## config.mk

```make
export PLATFORM = sky130hd
export DESIGN_NAME = sbsp_port
export DESIGN_NICKNAME = d
export VERILOG_FILES = /design/src/sbsp_sync.v /design/src/sbsp_clkgen.v /design/src/sbsp_port.v
export VERILOG_INCLUDE_DIRS = /design/src
export SDC_FILE = /design/constraint.sdc
export NUM_CORES = 1
export LEC_CHECK = 0
export BUFFER_PORTS_ARGS = -buffer_cell sky130_fd_sc_hd__buf_2
export CORE_UTILIZATION = 35
export DETAILED_ROUTE_END_ITERATION = 16
export SLEW_MARGIN = 20
export SYNTH_ARGS = -nofsm -noshare
export SYNTH_HDL_FRONTEND = slang
export SYNTH_HIERARCHICAL = 1
export SYNTH_SLANG_ARGS = --single-unit
```

## constraint.sdc

```tcl
create_clock -name core_clk_i -period 2.9 [get_ports core_clk_i]
set_input_delay 0.435 -clock core_clk_i [delete_from_list [all_inputs] [get_ports core_clk_i]]
set_output_delay 0.435 -clock core_clk_i [all_outputs]
set_load 0.02 [all_outputs]
```

## src/sbsp_consts.vh

```
// Purpose: Constants for the serial bus and two-wire shift port.
// Assumes: 50 MHz core clock; serial clock sampled through two flip-flops.
// Notes: Divider count sets the master serial clock half period.
`ifndef SBSP_CONSTS_VH
`define SBSP_CONSTS_VH
`define SBSP_BITS        4'h8
`define SBSP_CNT_ZERO    4'h0
`define SBSP_ONES        8'hff
`define SBSP_ZERO8       8'h00
`define SBSP_MSB         7
`define SBSP_HALF_NS     80
`define SBSP_CLK_NS      20
`define SBSP_HALF_CYC    ((`SBSP_HALF_NS + `SBSP_CLK_NS - 1) / `SBSP_CLK_NS)
`define SBSP_DIV_W       3
`endif

```

## src/sbsp_sync.v

```verilog
// Purpose: Two flip-flop synchroniser with edge detection on the second stage.
// Assumes: Input is asynchronous to core_clk_i.
// Notes: Only the second stage feeds the edge logic.
`timescale 1ns/10ps
`include "sbsp_consts.vh"
module sbsp_sync (
    input  wire core_clk_i,
    input  wire nrst_i,
    input  wire async_i,
    input  wire init_i,
    output reg  level_o,
    output wire rise_o,
    output wire fall_o
);
    reg meta;
    reg last;
    always @(posedge core_clk_i or negedge nrst_i) begin
        if (!nrst_i) begin
            meta    <= 1'b1;
            level_o <= 1'b1;
            last    <= 1'b1;
        end else begin
            meta    <= async_i;
            level_o <= meta;
            last    <= level_o;
        end
    end
    assign rise_o = level_o & ~last & ~init_i;
    assign fall_o = ~level_o & last & ~init_i;
endmodule // sbsp_sync

```

## src/sbsp_clkgen.v

```verilog
// Purpose: Master serial clock divider for the shift port.
// Assumes: run_i is high while a master transfer is in progress.
// Notes: When stopped, the clock holds its present level.
`timescale 1ns/10ps
`include "sbsp_consts.vh"
module sbsp_clkgen (
    input  wire core_clk_i,
    input  wire nrst_i,
    input  wire run_i,
    output reg  sclk_o
);
    reg [`SBSP_DIV_W-1:0] div;
    always @(posedge core_clk_i or negedge nrst_i) begin
        if (!nrst_i) begin
            div    <= {`SBSP_DIV_W{1'b0}};
            sclk_o <= 1'b1;
        end else if (!run_i) begin
            div <= {`SBSP_DIV_W{1'b0}};
        end else if (div == `SBSP_HALF_CYC - 1) begin
            div    <= {`SBSP_DIV_W{1'b0}};
            sclk_o <= ~sclk_o;
        end else begin
            div <= div + 1'b1;
        end
    end
endmodule // sbsp_clkgen

```

## src/sbsp_port.v

```verilog
// Purpose: Shift port with serial bus mode and two-wire clocked mode.
// Assumes: Serial clock and data pins are asynchronous and pass two flip-flops.
// Notes: Control bits are plain ports; write strobes are one-cycle pulses.
// What this block does
// - Byte copied to address register; match flag after transfer reports transmit success.
// - Serial bus mode shifts on each serial clock falling edge.
// - Serial bus mode sends bytes most significant bit first.
// - Serial bus mode captures data pin on serial clock rising edge.
// - Bus mode write starts only if enabled and clock idle or high.
// - Enabling after a write does not start a transfer.
// - Software preloads ones for receive; wake-up flag forces the driver off.
// - Write during slave busy is kept and starts once line is ready.
// - After eight bits the port stops and raises its interrupt request, except on a wake-up address mismatch.
// - First address after bus release selects; wake-up interrupts only on match.
// - Wake-up does not clear busy; busy lasts until next falling edge.
// - Software toggles port latches around bus release trigger before first byte.
// - Master checks ready by reading data pin as input after acknowledge.
// - Two-wire mode when both mode bits set and wait bit clear.
// - Two-wire transmit sends most significant bit first on falling clock edges.
// - Two-wire receive enters at least significant end on rising clock edges.
// - Master starts on write; slave releases clock pin and waits.
// - Two-wire interrupt request rises on the eighth rising clock edge.
// - Two-wire master stops clock at eighth rising edge and holds level.
// - Command and release triggers are ignored in two-wire mode.
// - Two-wire write starts only if enabled and clock idle or low.
// - Two-wire sender shifts back actual bus level for error checking.
// - Receiver pulls data low for one clock period as acknowledge.
// - Wake-up address mismatch clears bus release detected flag, no interrupt.
// - Slave holds data line high as ready before and after transfers.
`timescale 1ns/10ps
`include "sbsp_consts.vh"
module sbsp_port (
    input  wire       core_clk_i,
    input  wire       nrst_i,
    input  wire       port_enable_flag_i,
    input  wire       master_i,
    input  wire       mode_select_bit1_i,
    input  wire       mode_select_bit2_i,
    input  wire       wait_select_bit1_i,
    input  wire       wake_up_flag_i,
    input  wire       ack_enable_i,
    input  wire       ack_trigger_i,
    input  wire       busy_enable_i,
    input  wire       bus_release_trigger_i,
    input  wire       command_trigger_i,
    input  wire       select_pin_b_i,
    input  wire       sr_write_i,
    input  wire [7:0] sr_wdata_i,
    input  wire       sva_write_i,
    input  wire [7:0] sva_wdata_i,
    input  wire       irq_clear_i,
    input  wire       sclk_i,
    input  wire       data_a_i,
    input  wire       data_b_i,
    output reg  [7:0] shift_register_o,
    output reg  [7:0] slave_address_register_o,
    output reg        address_match_flag_o,
    output reg        port_interrupt_request_o,
    output reg        bus_release_detected_o,
    output reg        busy_o,
    output reg        sclk_o,
    output reg        sclk_oe_o,
    output reg        data_a_o,
    output reg        data_a_oe_o,
    output reg        data_b_o,
    output reg        data_b_oe_o
);
    localparam ST_IDLE = 4'b0001;
    localparam ST_WAIT = 4'b0010;
    localparam ST_RUN  = 4'b0100;
    localparam ST_ACK  = 4'b1000;

    reg  [3:0] state;
    reg  [3:0] bit_cnt;
    reg  [7:0] sr;
    reg        out_bit;
    reg        ack_drive;
    reg        busy;
    reg        sel_addr;
    reg        start_req;
    wire       two_wire;
    wire       data_in_raw;
    wire       sck_lvl;
    wire       sck_rise;
    wire       sck_fall;
    wire       din_lvl;
    wire       gen_sclk;
    wire       line_idle;
    wire       start_ok;
    wire       drive_low;
    reg        gen_last;
    wire       ev_rise;
    wire       ev_fall;
    wire       bit_now;

    // Both mode bits set with wait bit clear selects two-wire; other codes are bus mode here.
    assign two_wire    = mode_select_bit1_i & mode_select_bit2_i & ~wait_select_bit1_i;
    assign data_in_raw = select_pin_b_i ? data_b_i : data_a_i;

    sbsp_sync u_sck_sync (
        .core_clk_i (core_clk_i),
        .nrst_i     (nrst_i),
        .async_i    (sclk_i),
        .init_i     (1'b0),
        .level_o    (sck_lvl),
        .rise_o     (sck_rise),
        .fall_o     (sck_fall)
    );

    sbsp_sync u_din_sync (
        .core_clk_i (core_clk_i),
        .nrst_i     (nrst_i),
        .async_i    (data_in_raw),
        .init_i     (1'b0),
        .level_o    (din_lvl),
        .rise_o     (),
        .fall_o     ()
    );

    sbsp_clkgen u_clkgen (
        .core_clk_i (core_clk_i),
        .nrst_i     (nrst_i),
        .run_i      (master_i & (state == ST_RUN)),
        .sclk_o     (gen_sclk)
    );

    // The master takes its edges straight from the divider; waiting on the pin
    // synchroniser would let the divider run on past the eighth rising edge.
    assign ev_rise   = master_i ? (gen_sclk & ~gen_last) : sck_rise;
    assign ev_fall   = master_i ? (~gen_sclk & gen_last) : sck_fall;
    // The next bit drives the pin in the fall cycle itself, so a slave settles within half a period.
    assign bit_now   = (state == ST_RUN && ev_fall && bit_cnt != `SBSP_CNT_ZERO) ? sr[`SBSP_MSB] : out_bit;
    assign line_idle = (state == ST_IDLE) &&
                       (two_wire ? ~sck_lvl | master_i : sck_lvl | master_i);
    assign start_ok  = port_enable_flag_i & line_idle;
    // Wake-up keeps the driver off while receiving addresses.
    assign drive_low = ack_drive | busy | (~bit_now & ~(wake_up_flag_i & ~two_wire));

    always @(posedge core_clk_i or negedge nrst_i) begin
        if (!nrst_i) begin
            state                    <= ST_IDLE;
            bit_cnt                  <= `SBSP_CNT_ZERO;
            sr                       <= `SBSP_ONES;
            out_bit                  <= 1'b1;
            ack_drive                <= 1'b0;
            busy                     <= 1'b0;
            sel_addr                 <= 1'b0;
            start_req                <= 1'b0;
            gen_last                 <= 1'b1;
            shift_register_o         <= `SBSP_ONES;
            slave_address_register_o <= `SBSP_ZERO8;
            address_match_flag_o     <= 1'b0;
            port_interrupt_request_o <= 1'b0;
            bus_release_detected_o   <= 1'b0;
            busy_o                   <= 1'b0;
            sclk_o                   <= 1'b1;
            sclk_oe_o                <= 1'b0;
            data_a_o                 <= 1'b0;
            data_a_oe_o              <= 1'b0;
            data_b_o                 <= 1'b0;
            data_b_oe_o              <= 1'b0;
        end else begin
            gen_last <= gen_sclk;
            if (sva_write_i) begin
                slave_address_register_o <= sva_wdata_i;
            end
            if (bus_release_trigger_i && !two_wire) begin
                bus_release_detected_o <= 1'b1;
                sel_addr               <= 1'b1;
            end
            if (command_trigger_i && !two_wire) begin
                sel_addr <= 1'b0;
            end
            // A write only latches data; enable is sampled at the write itself.
            if (sr_write_i) begin
                sr        <= sr_wdata_i;
                out_bit   <= sr_wdata_i[`SBSP_MSB];
                start_req <= port_enable_flag_i;
            end
            // Clearing busy releases the line only at the next falling serial clock.
            if (!busy_enable_i && busy && ev_fall) begin
                busy <= 1'b0;
            end
            case (state)
                ST_IDLE: begin
                    if (start_req && start_ok && !sr_write_i) begin
                        start_req <= 1'b0;
                        bit_cnt   <= `SBSP_CNT_ZERO;
                        state     <= (busy && !two_wire) ? ST_WAIT : ST_RUN;
                    end
                end
                ST_WAIT: begin
                    if (!busy && din_lvl) begin
                        state <= ST_RUN;
                    end
                end
                ST_RUN: begin
                    if (ev_fall && bit_cnt != `SBSP_CNT_ZERO) begin
                        out_bit <= sr[`SBSP_MSB];
                    end
                    if (ev_rise) begin
                        sr      <= {sr[6:0], din_lvl};
                        bit_cnt <= bit_cnt + 1'b1;
                        if (bit_cnt == `SBSP_BITS - 1) begin
                            state            <= ST_ACK;
                            shift_register_o <= {sr[6:0], din_lvl};
                            address_match_flag_o <= ({sr[6:0], din_lvl} == slave_address_register_o);
                            if (two_wire) begin
                                port_interrupt_request_o <= 1'b1;
                            end else if (wake_up_flag_i && sel_addr) begin
                                sel_addr <= 1'b0;
                                if ({sr[6:0], din_lvl} == slave_address_register_o) begin
                                    port_interrupt_request_o <= 1'b1;
                                end else begin
                                    bus_release_detected_o <= 1'b0;
                                end
                            end else begin
                                port_interrupt_request_o <= 1'b1;
                            end
                        end
                    end
                end
                ST_ACK: begin
                    out_bit <= 1'b1;
                    if (!two_wire && ack_enable_i && !ack_drive && ev_fall) begin
                        ack_drive <= 1'b1;
                    end else if (ack_drive && ev_fall) begin
                        ack_drive <= 1'b0;
                        busy      <= busy_enable_i;
                        state     <= ST_IDLE;
                    end else if (!ack_enable_i || two_wire) begin
                        state <= ST_IDLE;
                    end
                end
                default: begin
                    state <= ST_IDLE;
                end
            endcase
            if (ack_trigger_i && !two_wire && state == ST_IDLE) begin
                ack_drive <= 1'b1;
            end
            // Set wins over a clear arriving in the same cycle.
            if (irq_clear_i && !(state == ST_RUN && ev_rise && bit_cnt == `SBSP_BITS - 1)) begin
                port_interrupt_request_o <= 1'b0;
            end
            busy_o      <= busy;
            sclk_o      <= gen_sclk;
            sclk_oe_o   <= master_i;
            data_a_o    <= 1'b0;
            data_b_o    <= 1'b0;
            data_a_oe_o <= drive_low & ~select_pin_b_i;
            data_b_oe_o <= drive_low & select_pin_b_i;
        end
    end
endmodule // sbsp_port

```

==> results.sh, run 1 <==
export IMPL_yosys_warnings=6
export IMPL_max_cap_viol_count=0
export IMPL_setup_viol_count_final=0
export IMPL_cpMaxStageDelayCell="or4b_1"
export IMPL_hold_path_class="in -> async"
export IMPL_cpPeakStageDelay_ns=0.71
export IMPL_fin_nets=343
export IMPL_syn_to_final_growth_pct=19.31
export IMPL_num_io_pins=62
export IMPL_drc_errors=0
export IMPL_hold_viol=0
export IMPL_rr_worst_depth=6
export IMPL_end_kind="flop"
export IMPL_cts_path_max_buffers=2
export IMPL_grt_first_pass_wirelength_um=9045
export IMPL_drt_iter0_drc=111
export IMPL_critPathLaunchType="flop"
export IMPL_cts_sinks=54
export IMPL_grt_max_degree=28
export IMPL_cts_tree="built"
export IMPL_reg2reg_to="bit_cnt[3]$_DFFE_PN0P_"
export IMPL_rsz0062_at_grt="false"
export IMPL_crit_type="reg -> reg"
export IMPL_start_util_pct=37.05
export IMPL_r2r_start="state[1]$_DFFE_PN0P_"
export IMPL_worstPathRequired_ns=3.09
export IMPL_final_common_cell="buf_2"
export IMPL_total_leakage_power_nw=1.432
export IMPL_grt_pass1_vias=1802
export IMPL_cts_repair_resized=0
export IMPL_io_buffers=59
export IMPL_cts_setup_buffers=0
export IMPL_slew_violations=0
export IMPL_dpl_worst_slack_ns=0.6469
export IMPL_place_congestion=0.7662
export IMPL_grt_overflow=0
export IMPL_drive_gt1_share_pct=36.72
export IMPL_detail_route_wl_per_cell_um=13.79
export IMPL_insertion_delay_ns=0.31
export IMPL_die_area_um2=7697
export IMPL_drtAntennaViolNets=0
export IMPL_worst_pin_slew_ns=0.7743
export IMPL_die_y_um=87.73
export IMPL_vdd_drop_max_mv=0.3128
export IMPL_drt_wl_total_um=5528
export IMPL_viasPerCell=4.825
export IMPL_vias=1935
export IMPL_coreArea_um2=6944
export IMPL_cts_hold_buf=0
export IMPL_min_period_ns=2.061
export IMPL_clk_pin_slew_ns=0.10
export IMPL_numCtsBuffers=5
export IMPL_cts_htree_levels=2
export IMPL_cp_depth=6
export IMPL_crit_chain="or4b_1 > a21oi_1 > buf_4 > nand4_1 > a21oi_1 > mux2i_1"
export IMPL_tns_ns=0
export IMPL_clockRootBuffer="clkbuf_8"
export IMPL_dieWidth_um=87.73
export IMPL_cp_max_fo=20
export IMPL_fin_skew_ns=0.01557
export IMPL_r2r_slack_ns=0.84
export IMPL_num_antenna_cells=0
export IMPL_slew_limit_headroom_pct=47.04
export IMPL_period_share_pct=71.08
export IMPL_hpwl_um=4241
export IMPL_status="complete, no violations"
export IMPL_syn_inst=241
export IMPL_max_freq_mhz=485.1
export IMPL_powerDensity_nw_per_um2=628.2
export IMPL_setup_ws_ns=0.8388
export IMPL_syn_area_um2=2572
export IMPL_layout_common_cells="buf_2, nand2_1, dfrtp_1"
export IMPL_core_rowCount=30
export IMPL_critPathArrivalTime_ns=2.25
export IMPL_cp_num_buf_inv=1
export IMPL_crit_top_cell="a21oi_1"
export IMPL_syn_avg_cell_area_um2=10.67
export IMPL_path_delay_family="simple AND/OR/NAND/NOR gates"
export IMPL_dr_pass1_iters=4
export IMPL_antenna_found_initial=0
export IMPL_grt_use_total_pct=15.56
-- per-layer routing --
layer	vias to the layer above	GRT usage (%)	wire (um)
met2	47	22.97	2514
met3	5	3.110	172
met4	0	4.024	61
met5	-	0	0
met1	934	23.26	2779
li1	949	-	-
-- metrics by stage --
stage | cells | power, mW | hold WS, ns | instance area, um2 | utilization (%)
3_3_place_gp | 393 | 1.472 | 0.3472 | 2969 | 42.76
2_1_floorplan | 244 | 1.342 | 0.1394 | 2584 | -
6_report | 401 | 1.928 | 0.1204 | 3069 | 44.20
5_1_grt | 401 | 2.052 | 0.1564 | 3069 | 44.20
3_5_place_dp | 393 | 1.489 | 0.3472 | 2969 | 42.76
4_1_cts | 401 | 1.948 | 0.1363 | 3069 | 44.20
-- report_power, final --
part | total [mW] | internal, mW | switching, mW
logic | 0.501 | 0.215 | 0.286
registers | 0.981 | 0.871 | 0.110
clock network | 0.446 | 0.197 | 0.249
total | 1.93 | 1.28 | 0.645
-- state kept, by name, summed over array words and instances (netlist names), 3 cells and up --
signal                    cells
sr                            8
bit_cnt                       4
shift_register_o              8
slave_address_register_o      8
state                         4
u_clkgen/div                  3
-- cell type report --
type | instances | area, um2
sequential | 54 | 1383
timing repair buffer | 63 | 325.3
multi-input combinational | 174 | 1119
fill | 680 | 3875
tap | 96 | 120.1
clock buffer | 6 | 82.58
inverter | 6 | 22.52
clock inverter | 2 | 17.52
-- worst max-delay path by stage --
stage	from	slack, ns	endpoint
floorplan	wait_select_bit1_i	0.96	state[2]$_DFFE_PN0P_
global placement	wait_select_bit1_i	0.73	state[2]$_DFFE_PN0P_
detailed placement	wait_select_bit1_i	0.65	state[2]$_DFFE_PN0P_
CTS	state[1]$_DFFE_PN0P_	0.84	data_b_oe_o$_DFF_PN0_
global route	u_sck_sync/level_o$_DFF_PN1_	0.68	state[2]$_DFFE_PN0P_
finish	state[1]$_DFFE_PN0P_	0.84	bit_cnt[3]$_DFFE_PN0P_
No activity file was read; power rests on OpenSTA's default activity.
==> run 2: changes to the inputs <==
--- a/config.mk
+++ b/config.mk
@@ -6,6 +6,7 @@
 export SDC_FILE = /design/constraint.sdc
 export NUM_CORES = 1
 export LEC_CHECK = 0
+export ABC_AREA = 1
 export BUFFER_PORTS_ARGS = -buffer_cell sky130_fd_sc_hd__buf_2
 export CORE_UTILIZATION = 35
 export DETAILED_ROUTE_END_ITERATION = 16
==> constraint.sdc (replaced) <==
create_clock -name core_clk_i -period 2.15 [get_ports core_clk_i]
set_input_delay 0.3225 -clock core_clk_i [delete_from_list [all_inputs] [get_ports core_clk_i]]
set_output_delay 0.3225 -clock core_clk_i [all_outputs]
set_load 0.02 [all_outputs]
==> run 2 against run 1 <==
  * Largest power group unchanged
  * Highest routed layer unchanged
  * Clock power increased by 25%
  * Flip-flop and latch count unchanged
  * Area after synthesis increased by 1.7%
  * Clock-buffer cell count increased by 1
  * Die area increased by 1.7%
  * Combinational power increased by 14%
  * Register-to-register slack got worse by 0.53 ns
  * Fmax increased by 12%
  * Critical path type unchanged
  * Core utilization decreased by 1.1 points
==> results.sh, run 2 <==
export IMPL_num_io_pins=62
export IMPL_insertion_delay_ns=0.31
export IMPL_reg_largest_list="shift_register_o x8, slave_address_register_o x8, sr x8"
export IMPL_dieWidth_um=88.46
export IMPL_min_period_ns=1.841
export IMPL_vias=2094
export IMPL_worstPathRequired_ns=2.35
export IMPL_io_buffers=59
export IMPL_layout_common_cells="nand2_1, buf_2, inv_1"
export IMPL_detail_route_wl_per_cell_um=11.38
export IMPL_clockRootBuffer="clkbuf_8"
export IMPL_reg2reg_to="bit_cnt[1]$_DFFE_PN0P_"
export IMPL_setup_viol_count_final=0
export IMPL_drc_errors=0
export IMPL_max_cap_viol_count=0
export IMPL_coreArea_um2=7253
export IMPL_clk_pin_slew_ns=0.09
export IMPL_place_congestion=0.7635
export IMPL_crit_type="reg -> reg"
export IMPL_cts_htree_levels=2
export IMPL_critPathLaunchType="flop"
export IMPL_yosys_warnings=6
export IMPL_drt_iter0_drc=100
export IMPL_nFillCells=735
export IMPL_final_common_cell="nand2_1"
export IMPL_fin_util_pct=43.07
export IMPL_min_to="u_sck_sync/meta$_DFF_PN1_"
export IMPL_grt_first_pass_wirelength_um=8997
export IMPL_viasPerCell=4.503
export IMPL_critPathArrivalTime_ns=2.04
export IMPL_setup_ws_ns=0.3092
export IMPL_syn_avg_cell_area_um2=8.721
export IMPL_dp_cells=456
export IMPL_cp_max_fo=7
export IMPL_total_leakage_power_nw=1.611
export IMPL_dpl_worst_slack_ns=0.3089
export IMPL_tns_ns=0
export IMPL_syn_inst=300
export IMPL_rr_worst_depth=8
export IMPL_cts_path_max_buffers=2
export IMPL_antenna_found_initial=0
export IMPL_status="complete, no violations"
export IMPL_drtAntennaViolNets=0
export IMPL_fin_nets=404
export IMPL_min_delay_start="sclk_i"
export IMPL_cts_sinks=54
export IMPL_core_rowCount=31
export IMPL_cts_tree="built"
export IMPL_fin_skew_ns=0.01010
export IMPL_die_area_um2=7825
export IMPL_max_freq_mhz=543.3
export IMPL_powerDensity_nw_per_um2=746.6
export IMPL_num_antenna_cells=0
export IMPL_grt_pass1_vias=2012
export IMPL_rsz0062_at_grt="false"
export IMPL_hold_viol=0
export IMPL_die_y_um=88.46
export IMPL_r2r_start="u_sck_sync/level_o$_DFF_PN1_"
export IMPL_syn_area_um2=2616
export IMPL_fin_cells=465
export IMPL_hold_path_class="in -> reg"
export IMPL_drive_gt1_share_pct=30.87
export IMPL_grt_use_total_pct=15.12
export IMPL_grt_overflow=0
export IMPL_start_util_pct=36.07
export IMPL_whs_ns=0.1045
export IMPL_r2r_slack_ns=0.31
export IMPL_slew_violations=0
export IMPL_grt_max_degree=40
export IMPL_hold_depth=1
export IMPL_period_share_pct=85.62
export IMPL_syn_to_final_growth_pct=19.42
export IMPL_numCtsBuffers=5
export IMPL_end_kind="flop"
export IMPL_hpwl_um=4044
export IMPL_vdd_drop_max_mv=0.2959
export IMPL_drt_wl_total_um=5294
export IMPL_dr_pass1_iters=6
-- run 2: power breakdown --
group	switching, mW	internal (mW)
logic	0.364	0.206
clock network	0.326	0.231
registers	0.0772	1.13
total	0.767	1.57
-- run 2: what timing repair did --
| item | 4_1_cts | 5_1_grt |
|---|---|---|
| hold endpoints to repair | 7 | 0 |
| hold buffers | 1 | 0 |
| setup buffers | 0 | 0 |
| resized for setup | 0 | 0 |
-- run 2: critical path: stages, from the launching register on --
cell and delay [ns]:
dfstp_2 0.57, nand2_1 0.06, nor2_1 0.08, inv_1 0.04
o21ai_1 0.29, or2_0 0.38, nand3_2 0.17, nand2_1 0.09
nand2_1 0.05
-- run 2: cell type report --
class	instances	area, um2	area share (%)
sequential	54	1383	44.25
multi-input combinational	209	1077	34.48
timing repair buffer	62	332.8	10.65
inverter	33	123.9	3.965
tap	99	123.9	3.965
clock buffer	7	76.32	2.443
clock inverter	1	7.507	0.2403
-- run 2: per-stage QoR --
step / power (mW) / instance area, um2
after global routing: 2.484 / 3124
after global placement: 1.787 / 3030
after CTS: 2.354 / 3124
after floorplan: 1.625 / 2628
final: 2.333 / 3124
after detailed placement: 1.794 / 3030
-- run 2: worst max path at each step --
stage	startpoint	to	slack, ns
6_report	u_sck_sync/level_o$_DFF_PN1_	bit_cnt[1]$_DFFE_PN0P_	0.31
5_1_grt	u_sck_sync/level_o$_DFF_PN1_	bus_release_detected_o$_DFF_PN0_	0.09
4_1_cts	u_sck_sync/level_o$_DFF_PN1_	port_interrupt_request_o$_DFFE_PN0P_	0.30
3_5_place_dp	u_sck_sync/level_o$_DFF_PN1_	bus_release_detected_o$_DFF_PN0_	0.31
3_3_place_gp	u_sck_sync/level_o$_DFF_PN1_	bus_release_detected_o$_DFF_PN0_	0.35
2_1_floorplan	u_sck_sync/level_o$_DFF_PN1_	address_match_flag_o$_DFFE_PN0P_	0.53
-- run 2: routing by layer --
layer	global-route usage, %	share of wire, %	vias to the layer above
met5	0	0	-
met4	7.331	2.7	0
met3	2.519	3.9	12
met2	24.90	46	47
met1	19.36	48	959
li1	-	-	1076
